==> src/adcp_defines.svh <==
/*
 * Register indices, field positions, reset values and cycle counts of the
 * converter control block. Included by the top module only.
 */
`ifndef ADCP_DEFINES_SVH
`define ADCP_DEFINES_SVH

// register indices, byte address is four times the index
`define ADCP_IDX_RES_LO   8'h04
`define ADCP_IDX_RES_HI   8'h05
`define ADCP_IDX_CSRA     8'h06
`define ADCP_IDX_MUX      8'h07
`define ADCP_IDX_CSRB     8'h08
`define ADCP_IDX_IRQ_STAT 8'h09
`define ADCP_IDX_IRQ_MASK 8'h0A

// control/status a fields
`define ADCP_CSRA_EN      7
`define ADCP_CSRA_START   6
`define ADCP_CSRA_ATE     5
`define ADCP_CSRA_DONE    4
`define ADCP_CSRA_IE      3
`define ADCP_CSRA_PS_HI   2
`define ADCP_CSRA_PS_LO   0

// multiplexer select fields
`define ADCP_MUX_REF_HI   7
`define ADCP_MUX_REF_LO   6
`define ADCP_MUX_LALIGN   5
`define ADCP_MUX_CH_HI    4
`define ADCP_MUX_CH_LO    0

// control b and interrupt status fields
`define ADCP_CSRB_TS_HI   2
`define ADCP_CSRB_TS_LO   0
`define ADCP_IRQ_DONE     0
`define ADCP_IRQ_ABORT    1

// reset values
`define ADCP_RST_BYTE     8'h00
`define ADCP_RST_WORD     32'h0000_0000

// conversion lengths in converter clock cycles
`define ADCP_CYC_FIRST    5'd25
`define ADCP_CYC_NORMAL   5'd13

// trigger source code meaning free running
`define ADCP_TS_FREE      3'h0

`endif

==> src/adcp_pkg.sv <==
/*
 * Types of the converter control block.
 * Does not include adcp_defines.svh.
 */
`default_nettype none

package adcp_pkg;

  // conversion sequencer states
  typedef enum logic [0:0] {
    ADCP_IDLE = 1'b0,
    ADCP_CONV = 1'b1
  } adcp_state_t;

  // signals towards the analog converter
  typedef struct packed {
    logic       power;      // converter_power_on
    logic       conv_clk;   // prescaled converter clock
    logic       sample;     // one-cycle pulse at conversion start
    logic [1:0] ref_sel;    // reference_select in use
    logic [4:0] ch_sel;     // channel_gain_select in use
  } adcp_analog_t;

endpackage : adcp_pkg

`default_nettype wire

==> src/adcp_top.sv <==
/*
 * Control, status and prescaler logic of a successive-approximation
 * converter, reached over an AHB-Lite slave port.
 * Assumes a single hclk domain, a synchronous sample input, trigger inputs that are synchronised here, and
 * an analog core that holds its 10-bit sample valid when a conversion ends.
 */
// Overview of operation
// enable bit powers converter on or off
// clearing enable aborts running conversion at once
// single mode: each start write converts once
// free running: start once, then self restart
// first conversion 25 cycles, later 13
// start bit reads one while converting
// writing zero to start is ignored
// auto trigger starts on selected rising edge
// trigger source chosen in control b register
// done flag set with result update
// interrupt needs flag, enable and global enable
// vector acknowledge clears done flag
// writing one clears done flag
// software avoids read-modify-write on control register
// prescaler divides by 2 to 128
// alignment bit left or right adjusts result
// selection changes apply after conversion completes
// trigger synchronised, edge detected once
// resets to zero, prescaler held when disabled
`timescale 1ns/1ps
`default_nettype none
`include "adcp_defines.svh"

module adcp_top (
  // clock and reset
  input  wire logic              hclk,
  input  wire logic              hresetn,
  // ahb-lite slave
  input  wire logic              hsel,
  input  wire logic [31:0]       haddr,
  input  wire logic [1:0]        htrans,
  input  wire logic              hwrite,
  input  wire logic [2:0]        hsize,
  input  wire logic [31:0]       hwdata,
  input  wire logic              hready,
  output logic      [31:0]       hrdata,
  output logic                   hreadyout,
  output logic                   hresp,
  // trigger sources and processor side
  input  wire logic [7:0]        trigger_in,
  input  wire logic              global_irq_enable,
  input  wire logic              irq_vector_ack,
  // analog core
  input  wire logic [9:0]        conv_sample,
  output adcp_pkg::adcp_analog_t analog_out,
  // interrupts
  output logic                   conv_irq,
  output logic                   irq
);
  import adcp_pkg::*;

  // register state
  logic              en_q, ate_q, done_q, ie_q;
  logic [2:0]        ps_q;
  logic [7:0]        mux_q;
  logic [2:0]        ts_q;
  logic [9:0]        result_q;
  logic [1:0]        stat_q, mask_q;
  logic [6:0]        applied_q;
  // sequencer state
  adcp_state_t       state_q, state_d;
  logic [4:0]        cyc_q;
  logic              first_q, long_q;
  logic [6:0]        pre_q, pre_d;
  // bus phase registers
  logic              wr_pend_q;
  logic [7:0]        wr_idx_q;
  // trigger synchroniser
  logic              trig_s1_q, trig_s2_q, trig_prev_q;
  // output flops
  logic [31:0]       hrdata_q;
  adcp_analog_t      analog_q;
  logic              conv_irq_q, irq_q;

  // bus decode
  logic              addr_ok, rd_take, wr_take;
  logic [7:0]        addr_idx;
  logic              wr_csra, wr_mux, wr_csrb, wr_mask;
  logic [7:0]        wbyte;
  logic              rd_stat;

  assign addr_ok  = (haddr[31:10] == 22'h000000) && (haddr[1:0] == 2'h0);
  assign addr_idx = haddr[9:2];
  assign rd_take  = hsel && hready && htrans[1] && !hwrite;
  assign wr_take  = hsel && hready && htrans[1] && hwrite && addr_ok;
  assign rd_stat  = rd_take && addr_ok && (addr_idx == `ADCP_IDX_IRQ_STAT);
  assign wbyte    = hwdata[7:0];
  assign wr_csra  = wr_pend_q && (wr_idx_q == `ADCP_IDX_CSRA);
  assign wr_mux   = wr_pend_q && (wr_idx_q == `ADCP_IDX_MUX);
  assign wr_csrb  = wr_pend_q && (wr_idx_q == `ADCP_IDX_CSRB);
  assign wr_mask  = wr_pend_q && (wr_idx_q == `ADCP_IDX_IRQ_MASK);

  // write address phase captured, data applied one cycle later
  always_ff @(posedge hclk or negedge hresetn) begin
    if (!hresetn) begin
      wr_pend_q <= 1'b0;
      wr_idx_q  <= `ADCP_RST_BYTE;
    end else begin
      wr_pend_q <= wr_take;
      wr_idx_q  <= addr_idx;
    end
  end

  // next enable value, seen in the same cycle as the write
  logic en_d;
  assign en_d = wr_csra ? wbyte[`ADCP_CSRA_EN] : en_q;

  // enable bit control
  // all bits reset to zero
  always_ff @(posedge hclk or negedge hresetn) begin
    if (!hresetn) begin
      en_q  <= 1'b0;
      ate_q <= 1'b0;
      ie_q  <= 1'b0;
      ps_q  <= 3'h0;
    end else if (wr_csra) begin
      en_q  <= wbyte[`ADCP_CSRA_EN];
      ate_q <= wbyte[`ADCP_CSRA_ATE];
      ie_q  <= wbyte[`ADCP_CSRA_IE];
      ps_q  <= wbyte[`ADCP_CSRA_PS_HI:`ADCP_CSRA_PS_LO];
    end
  end

  // selection and trigger source registers
  always_ff @(posedge hclk or negedge hresetn) begin
    if (!hresetn) begin
      mux_q  <= `ADCP_RST_BYTE;
      ts_q   <= 3'h0;
      mask_q <= 2'h0;
    end else begin
      if (wr_mux) begin
        mux_q <= wbyte;
      end
      // trigger source select
      if (wr_csrb) begin
        ts_q <= wbyte[`ADCP_CSRB_TS_HI:`ADCP_CSRB_TS_LO];
      end
      if (wr_mask) begin
        mask_q <= wbyte[1:0];
      end
    end
  end

  // division shift: codes 0 and 1 both divide by 2
  logic [2:0] shift;
  logic [6:0] pre_top;
  logic       tick;
  assign shift   = (ps_q < 3'h2) ? 3'h1 : ps_q;
  assign pre_top = 7'((8'h01 << shift) - 8'h01);
  assign tick    = en_q && (pre_q == pre_top);

  // prescaler held at zero while disabled
  always_comb begin
    if (!en_q || tick || (pre_q > pre_top)) begin
      pre_d = 7'h00;
    end else begin
      pre_d = 7'(pre_q + 7'h01);
    end
  end

  always_ff @(posedge hclk or negedge hresetn) begin
    if (!hresetn) begin
      pre_q <= 7'h00;
    end else begin
      pre_q <= pre_d;
    end
  end

  // two-flop synchroniser, edge seen from the second stage only
  logic trig_sel, trig_edge;
  assign trig_sel  = trigger_in[ts_q];
  assign trig_edge = trig_s2_q && !trig_prev_q;

  always_ff @(posedge hclk or negedge hresetn) begin
    if (!hresetn) begin
      trig_s1_q   <= 1'b0;
      trig_s2_q   <= 1'b0;
      trig_prev_q <= 1'b0;
    end else begin
      trig_s1_q   <= trig_sel;
      trig_s2_q   <= trig_s1_q;
      trig_prev_q <= trig_s2_q;
    end
  end

  // start and finish conditions
  logic sw_start, free_mode, hw_start, start, finish, abort;
  logic [4:0] len;
  // only a written one to the start bit gives a software start
  assign sw_start  = wr_csra && wbyte[`ADCP_CSRA_START];
  assign free_mode = ate_q && (ts_q == `ADCP_TS_FREE);
  // auto trigger on selected edge
  assign hw_start  = ate_q && !free_mode && trig_edge;
  // first conversion carries initialisation
  assign len       = long_q ? `ADCP_CYC_FIRST : `ADCP_CYC_NORMAL;
  assign finish    = (state_q == ADCP_CONV) && en_d && tick && (cyc_q == 5'(len - 5'd1));
  // disable aborts a running conversion
  assign abort     = (state_q == ADCP_CONV) && !en_d;
  // single start per write
  assign start     = en_d && (state_q == ADCP_IDLE) && (sw_start || hw_start);

  // sequencer next state
  always_comb begin
    case (state_q)
      ADCP_IDLE: begin
        state_d = start ? ADCP_CONV : ADCP_IDLE;
      end
      ADCP_CONV: begin
        if (abort) begin
          state_d = ADCP_IDLE;
        // free running restarts on its own
        end else if (finish && !free_mode) begin
          state_d = ADCP_IDLE;
        end else begin
          state_d = ADCP_CONV;
        end
      end
      default: begin
        state_d = ADCP_IDLE;
      end
    endcase
  end

  // sequencer state and converter cycle count
  always_ff @(posedge hclk or negedge hresetn) begin
    if (!hresetn) begin
      state_q <= ADCP_IDLE;
      cyc_q   <= 5'd0;
      long_q  <= 1'b0;
    end else begin
      state_q <= state_d;
      if (start || finish || abort) begin
        cyc_q <= 5'd0;
      end else if ((state_q == ADCP_CONV) && tick) begin
        cyc_q <= 5'(cyc_q + 5'd1);
      end
      if (start) begin
        long_q <= first_q;
      end else if (finish) begin
        long_q <= 1'b0;
      end
    end
  end

  // first-conversion marker rearmed while disabled
  always_ff @(posedge hclk or negedge hresetn) begin
    if (!hresetn) begin
      first_q <= 1'b1;
    end else if (!en_d) begin
      first_q <= 1'b1;
    end else if (start) begin
      first_q <= 1'b0;
    end
  end

  // result taken with the done flag
  always_ff @(posedge hclk or negedge hresetn) begin
    if (!hresetn) begin
      result_q <= 10'h000;
    end else if (finish) begin
      result_q <= conv_sample;
    end
  end

  // flag set on finish; set wins over clears
  // vector acknowledge clears
  // written one clears, zero keeps
  always_ff @(posedge hclk or negedge hresetn) begin
    if (!hresetn) begin
      done_q <= 1'b0;
    end else if (finish) begin
      done_q <= 1'b1;
    end else if (irq_vector_ack || (wr_csra && wbyte[`ADCP_CSRA_DONE])) begin
      done_q <= 1'b0;
    end
  end

  // selection applied only while idle or at completion
  always_ff @(posedge hclk or negedge hresetn) begin
    if (!hresetn) begin
      applied_q <= 7'h00;
    end else if ((state_q == ADCP_IDLE && !start) || finish) begin
      applied_q <= {mux_q[`ADCP_MUX_REF_HI:`ADCP_MUX_REF_LO], mux_q[`ADCP_MUX_CH_HI:`ADCP_MUX_CH_LO]};
    end
  end

  // sticky event status, cleared by reading; events win over the read
  always_ff @(posedge hclk or negedge hresetn) begin
    if (!hresetn) begin
      stat_q <= 2'h0;
    end else begin
      stat_q <= (rd_stat ? 2'h0 : stat_q) | {abort, finish};
    end
  end

  // result alignment follows the bit at once
  logic [7:0] res_lo, res_hi;
  assign res_lo = mux_q[`ADCP_MUX_LALIGN] ? {result_q[1:0], 6'h00} : result_q[7:0];
  assign res_hi = mux_q[`ADCP_MUX_LALIGN] ? result_q[9:2] : {6'h00, result_q[9:8]};

  // read mux; unmapped addresses read zero
  logic [7:0] rd_byte;
  always_comb begin
    rd_byte = `ADCP_RST_BYTE;
    if (addr_ok) begin
      case (addr_idx)
        `ADCP_IDX_RES_LO:   rd_byte = res_lo;
        `ADCP_IDX_RES_HI:   rd_byte = res_hi;
        // start bit shows busy
        `ADCP_IDX_CSRA:     rd_byte = {en_q, (state_q == ADCP_CONV), ate_q, done_q, ie_q, ps_q};
        `ADCP_IDX_MUX:      rd_byte = mux_q;
        `ADCP_IDX_CSRB:     rd_byte = {5'h00, ts_q};
        `ADCP_IDX_IRQ_STAT: rd_byte = {6'h00, stat_q};
        `ADCP_IDX_IRQ_MASK: rd_byte = {6'h00, mask_q};
        default:            rd_byte = `ADCP_RST_BYTE;
      endcase
    end
  end

  // read data registered into the data phase; zero wait, always okay
  always_ff @(posedge hclk or negedge hresetn) begin
    if (!hresetn) begin
      hrdata_q <= `ADCP_RST_WORD;
    end else if (rd_take) begin
      hrdata_q <= {24'h000000, rd_byte};
    end
  end

  // completion interrupt gated by enable and global enable
  always_ff @(posedge hclk or negedge hresetn) begin
    if (!hresetn) begin
      conv_irq_q <= 1'b0;
      irq_q      <= 1'b0;
    end else begin
      conv_irq_q <= done_q && ie_q && global_irq_enable;
      irq_q      <= |(stat_q & mask_q);
    end
  end

  // analog side: power, clock phase, start pulse, frozen selection
  always_ff @(posedge hclk or negedge hresetn) begin
    if (!hresetn) begin
      analog_q <= '0;
    end else begin
      analog_q.power    <= en_d;
      analog_q.conv_clk <= en_q && pre_d[shift - 3'h1];
      analog_q.sample   <= start || (finish && free_mode); // free running restarts need a pulse too
      analog_q.ref_sel  <= applied_q[6:5];
      analog_q.ch_sel   <= applied_q[4:0];
    end
  end

  assign hrdata     = hrdata_q;
  assign hreadyout  = 1'b1;
  assign hresp      = 1'b0;
  assign analog_out = analog_q;
  assign conv_irq   = conv_irq_q;
  assign irq        = irq_q;

endmodule // adcp_top

`default_nettype wire

==> config.mk <==
export PLATFORM = sky130hd
export DESIGN_NAME = adcp_top
export DESIGN_NICKNAME = d
export VERILOG_FILES = /design/src/adcp_pkg.sv /design/src/adcp_top.sv
export VERILOG_INCLUDE_DIRS = /design/src
export SDC_FILE = /design/constraint.sdc
export NUM_CORES = 1
export LEC_CHECK = 0
export BUFFER_PORTS_ARGS = -buffer_cell sky130_fd_sc_hd__buf_2
export CORE_UTILIZATION = 48
export CTS_BUF_LIST = sky130_fd_sc_hd__clkbuf_2 sky130_fd_sc_hd__clkbuf_4 sky130_fd_sc_hd__clkbuf_8
export CTS_CLUSTER_SIZE = 30
export DETAILED_ROUTE_END_ITERATION = 10
export PLACE_DENSITY_LB_ADDON = 0.25
export SLEW_MARGIN = 20
export SYNTH_ARGS = -nofsm -noshare
export SYNTH_HDL_FRONTEND = slang
export SYNTH_SLANG_ARGS = --single-unit
==> constraint.sdc <==
create_clock -name hclk -period 2.8 [get_ports hclk]
set_input_delay 0.42 -clock hclk [delete_from_list [all_inputs] [get_ports hclk]]
set_output_delay 0.42 -clock hclk [all_outputs]
set_load 0.01 [all_outputs]
Yosys cells after proc, flatten, opt, wreduce, memory -nomap -nowiden
Cells that the tools add are included.
- output and inout bits: 46
- bits in registers: 85
- bitwise logic cells: 3
- order comparisons: 4
- equality and inequality tests: 14
- reduce and logical (&&, ||, !) cells: 53
- mux-type cells: 25
- $add $sub $neg: 5
- shift-type cells: 1
- operator list (cell ; count):
    $pmux 8 s7 ; 1
    $eq 8x3->1 const B ; 6
    $eq 8x4->1 const B ; 5
    $logic_and 1x1->1 ; 32
    $mux 8 ; 3
    $logic_not 22->1 ; 1
    $mux 5 ; 3
    $mux 1 ; 12
    $logic_or 1x1->1 ; 8
    $lt 3x4->1 const B ; 2
    $add 7x1->7 const B ; 1
    $eq 7x7->1 ; 1
    $gt 7x7->1 ; 1
    $mux 7 ; 1
    $shl 1x3->7 const A ; 1
    $sub 7x1->7 const B ; 1
    $bmux 1 s3 ; 2
    $logic_not 1->1 ; 6
    $reduce_bool 2->1 ; 3
    $add 5x1->5 const B ; 1
    $eq 5x5->1 ; 1
    $sub 5x1->5 const B ; 1
    $logic_not 3->1 ; 1
    $lt 3x2->1 const B ; 1
    other kinds (10) ; 10

Depth between registers and ports, before layout
- depth in word-level cells: 12
- depth in mapped cells: 12
- depth with buffers taken out: 11

Least setup slack after synthesis
No wires, ideal clock.
- path type: flip-flop to flip-flop
- start point: register ps_q[1]
- end point: register applied_q[0]
- arrival time: 2.597 ns
- library setup time: 0.125 ns
- cell stages (with the launch flop): 13
- setup slack: 0.078 ns
- path through: dfrtp_1 -> buf_2 -> o21bai_4 -> inv_1 -> ha_1 -> xor2_1 -> nand2_1 -> ha_1 -> nand4_1 -> nor3_1 -> o211ai_4 -> o21ai_4 -> mux2_4
- longest elaborated chain between the ends: 9
- RTL lines (element ; line ; source):
    start, declared ; adcp_top.sv:61 ; logic [2:0] ps_q;
    start signal, assigned ; adcp_top.sv:127 ; ps_q <= wbyte[`ADCP_CSRA_PS_HI:`ADCP_CSRA_PS_LO];
    $lt 3x2->1 ; adcp_top.sv:155 ; assign shift = (ps_q < 3'h2) ? 3'h1 : ps_q;
    $mux 3 (*) ; adcp_top.sv:155 ;
    $shl 1x3->7 (*) ; adcp_top.sv:156 ; assign pre_top = 7'((8'h01 << shift) - 8'h01);
    $sub 7x1->7 (*) ; adcp_top.sv:156 ;
    $eq 7x7->1 (*) ; adcp_top.sv:157 ; assign tick = en_q && (pre_q == pre_top);
    $logic_and 1x1->1 (*) ; adcp_top.sv:157 ;
    $logic_and 1x1->1 (*) (2 in series) ; adcp_top.sv:203 ; assign finish = (state_q == ADCP_CONV) && en_d && tick && (cyc_q == 5'(len - 5'd1));
    $logic_or 1x1->1 (*) ; adcp_top.sv:289 ; end else if ((state_q == ADCP_IDLE && !start) || finish) begin
    end signal, assigned ; adcp_top.sv:290 ; applied_q <= {mux_q[`ADCP_MUX_REF_HI:`ADCP_MUX_REF_LO], mux_q[`ADCP_MUX_CH_HI:`ADCP_MUX_CH_LO]};
    end, declared ; adcp_top.sv:66 ; logic [6:0] applied_q;
Every way passes the cells marked *; elsewhere a longest branch is shown, timed or not.
A chain may end at the register's enable or synchronous reset.

Worst setup path in the final report
Same ends and word-level chain as after synthesis.

==> metrics.sh <==
RUN_STATUS='finished, final reports clean'
INSERTEDDIODECOUNT=0
ROOT_BUFFER='sky130_fd_sc_hd__clkbuf_8'
CLOCK_INSERTION_DELAY_WORST_SKEW_NS=0.36
MOSTFREQUENTLAYOUTCELLS='sky130_fd_sc_hd__dfrtp_1, sky130_fd_sc_hd__buf_2, sky130_fd_sc_hd__nand2_1'
FIN_CRIT_NS=2.546
GROUTE.LAYER.MET3.USAGE=0.03759
VIAS_PER_CELL=5.539
CP_SLOWEST_STAGE_DELAY_NS=0.42
WORST_SETUP_PATH_START_KIND='register'
VIAS_IN_THE_FIRST_GLOBAL_ROUTE=3296
ASYNC_FLOP_SHARE=1.000
CTS_MAX_LEVEL=3
END_KIND='register'
FIN_CRIT_SH=0.9092
AREA_GROWTH_PCT=14.62
SETUP.REG_TO_REG.WORST_SLACK_NS=0.25
SYN-INSTANCE-COUNT=402
WORST_SLEW_MARGIN_RELATIVE_TO_ITS_LIMIT=0.4931
GRT_MAX_DEGREE=86
YS_SEQ_ELEMENTS=85
PORT-BUFFER-COUNT=85
MAXCAPVIOLCOUNT=0
GRT_PASS1_WL_MM=15.78
CLOCK_TREE.BUFFER_DEPTH=2
CRITICAL-PATH-TOP-CELL-BY-COUNT='sky130_fd_sc_hd__ha_1'
POWER_PER_CELL_AREA_nW_PER_UM2=433.5
WORSTHOLDPATHTYPE='primary input to asynchronous set/reset pin'
CRITICAL_PATH.MAX_FANOUT=7
DRT_FIRST_ITER_VIOLATIONS=123
PRE_CTS_SLACK_NS=0.04712
DRIVE_GT1_FRAC=0.3354
CRIT-REG2REG-CAPTURE='applied_q[0]'
SYNTH_AREA_SQ_UM=4484
FINALWIRELENGTH_MM=9.385
ROUTEDWLPERCELL_UM=15.56
IR_DROP_V=0.0002680
CRIT_PATH_CELL_TRACE='o21bai_4, inv_1, ha_1, xor2_2, nand2_1, ha_1, nand4_1, nor3_2, o211ai_4, o21ai_4, mux2_4'
NUMBER_OF_ANTENNA_VIOLATIONS_AT_THE_FIRST_CHECK_IN_GLOBAL_ROUTING=0
SYNTH_TOP_CELL_BY_AREA='sky130_fd_sc_hd__dfrtp_1'
FINAL_ANTENNA_NET_COUNT=0
IOPINCOUNT=140
GRT.TOTAL_USAGE=0.2071
WORST_SETUP_SKEW_AFTER_LAYOUT_NS=0.01398
SYNTHESIS.AREA_PER_INSTANCE_SQ_UM=11.15
FINAL.SETUP.TNS_NS=0
CRITICALPATHCATEGORY='register to register'
WORST-R2R-CELL-COUNT=11
REGTOREGSTARTPOINT='ps_q[1]'
TIMING.FINAL.MAX_SLEW_VIOLATIONS=0
REPORT.FINAL.HOLD_VIOL_COUNT=0
YOSYS_WARNINGS=0
CRIT_PATH_TOP_DELAY_CELL='sky130_fd_sc_hd__dfrtp_1'
GRT_USE_MET1=0.2643
CRITICAL_PATH_BUF_INV_COUNT=1
YS.FLOP_TYPE='sky130_fd_sc_hd__dfrtp_1'
WORST_SLACK_NS=0.2543
GRT.BUSIEST_LAYER='met2'
NUMCTSBUFFERS=9
ROUTE.VIAS.TOTAL=3340
SETUP_VIOL=0
GRT-OVFL-TOTAL=0
DIE_SPAN_IN_Y_UM=98.66
DRT_PRE_ANTENNA_ITERS=4
CRITPATHARRIVALTIME_NS=2.79
CTS_SINKS=85
ROUTE.DETAILED.DRC=0
RSZ0062_AT_GRT='no'
TOP_AREA_CELL_TYPE_SHARE_OF_THE_NETLIST_AREA=0.4688
INITIAL_UTILIZATION=0.5044
CP_TOP_FAMILY='adder cells'
PLACEMENT_ROWS=34
WORST_SLEW_PIN_SLEW_NS=0.7604
ROUTABILITYCONGESTION=0.8643
X_DIMENSION_OF_THE_DIE_UM=98.66
FINALNETCOUNT=598
GLOBALROUTEMET2UTIL=0.3494
POST_SYNTH_MAIN_AREA_CONTRIBUTORS='sky130_fd_sc_hd__dfrtp_1, sky130_fd_sc_hd__mux2_2, sky130_fd_sc_hd__buf_4'
SYNTH-EDFF-COUNT=0
NFILLCELLS=783
SYNTHDISTINCTLIBCELLS=63
SYNTH_SEQ_AREA_SHARE=0.4746
CTS.REPORTEDPATHS.CLKPINSLEW_NS=0.09
WORSTPATHREQUIRED_NS=3.04
FMAX_MHz=392.8
CORE-AREA_SQ_UM=8891
HPWL_MM=7.097
FP.DIEAREA_SQ_UM=9733
TRITONCTS='built'
LEAKAGE_uW=0.002552
## routing by layer
layer,part of all wire,up-vias
met5,0,-
met4,0.024,0
met3,0.048,20
met2,0.48,117
met1,0.45,1631
li1,-,1572
## cell type report
cell class	count	area, sq um	share of cell area
repair buffers	96	514.2	0.1000
multi-input cells	284	2132	0.4148
inverters	15	56.30	0.01095
well taps	108	135.1	0.02629
clock inverters	5	36.28	0.007059
clock buffers	10	137.6	0.02678
flip-flops and latches	85	2128	0.4141
## worst register-to-register path: stages (launching register included)
cell and delay [ns]:
sky130_fd_sc_hd__dfrtp_1 0.42, sky130_fd_sc_hd__o21bai_4 0.16, sky130_fd_sc_hd__inv_1 0.09, sky130_fd_sc_hd__ha_1 0.23, sky130_fd_sc_hd__xor2_2 0.14, sky130_fd_sc_hd__nand2_1 0.07
sky130_fd_sc_hd__ha_1 0.29, sky130_fd_sc_hd__nand4_1 0.14, sky130_fd_sc_hd__nor3_2 0.26, sky130_fd_sc_hd__o211ai_4 0.14, sky130_fd_sc_hd__o21ai_4 0.17, sky130_fd_sc_hd__mux2_4 0.34
## how the worst max path moves through the flow
stage,from,endpoint,slack (ns),cells past startpoint
floorplan,ps_q[1],applied_q[0],0.08,12
global placement,ps_q[2],applied_q[4],0.08,11
detailed placement,ps_q[2],applied_q[0],0.05,11
CTS,ps_q[2],applied_q[0],0.02,11
global route,ps_q[1],cyc_q[4],0.04,13
finish,ps_q[1],applied_q[0],0.25,11
## per-stage QoR
stage / std cells / utilization / area (sq um) / hold WS [ns] / total power, uW
after floorplan: 426 / - / 4574 / 0.1244 / 1387
after global placement: 587 / 0.5559 / 4942 / 0.3380 / 1452
after detailed placement: 587 / 0.5559 / 4942 / 0.3417 / 1457
after CTS: 602 / 0.5754 / 5116 / 0.1819 / 2240
after global routing: 603 / 0.5781 / 5140 / 0.1748 / 2320
final: 603 / 0.5781 / 5140 / 0.1211 / 2228
## synth_stat cells, drive strengths merged, types with 8 or more instances
| cell type | count |
|---|---|
| dfrtp | 84 |
| mux2 | 38 |
| nand2 | 33 |
| buf | 32 |
| nor2 | 24 |
| inv | 15 |
| nand3 | 15 |
| a21oi | 14 |
| o21ai | 14 |
| ha | 13 |
| clkbuf | 10 |
| nand4 | 10 |
| xor2 | 9 |
| mux2i | 8 |
| nor4 | 8 |
## timing repair
item                       in CTS  in global routing
hold buffers                    0                  0
buffers inserted                0                  1
resized for setup               0                  2
setup endpoints to repair       0                 23
## cells by family (layout without fill, tap and decap cells)
logic type,count (synthesis),count (layout),synth area share
AOI/OAI and AO/OA,66,66,0.1169
xor gates and xnor gates,11,11,0.02149
adders and majority gates,13,13,0.03627
buffers and inverters,57,126,0.07282
DFF,85,85,0.4746
muxes,48,48,0.1334
other,2,26,0.001675
and+or+nand+nor,120,120,0.1429
## sequential cells by signal, summed over array words and instances, names as in the netlist, 5 cells and up
register,cells
analog_out,10
result_q,10
hrdata,8
mux_q,8
wr_idx_q,8
applied_q,7
pre_q,7
cyc_q,5
## power by group
part,leakage (uW),internal [uW],total (uW),switching [uW]
Clock,0.0000925,345,793,448
Sequential,0.00113,1240,1250,10.4
Combinational,0.00133,74.8,185,110
(Power assumes the default switching activity.)
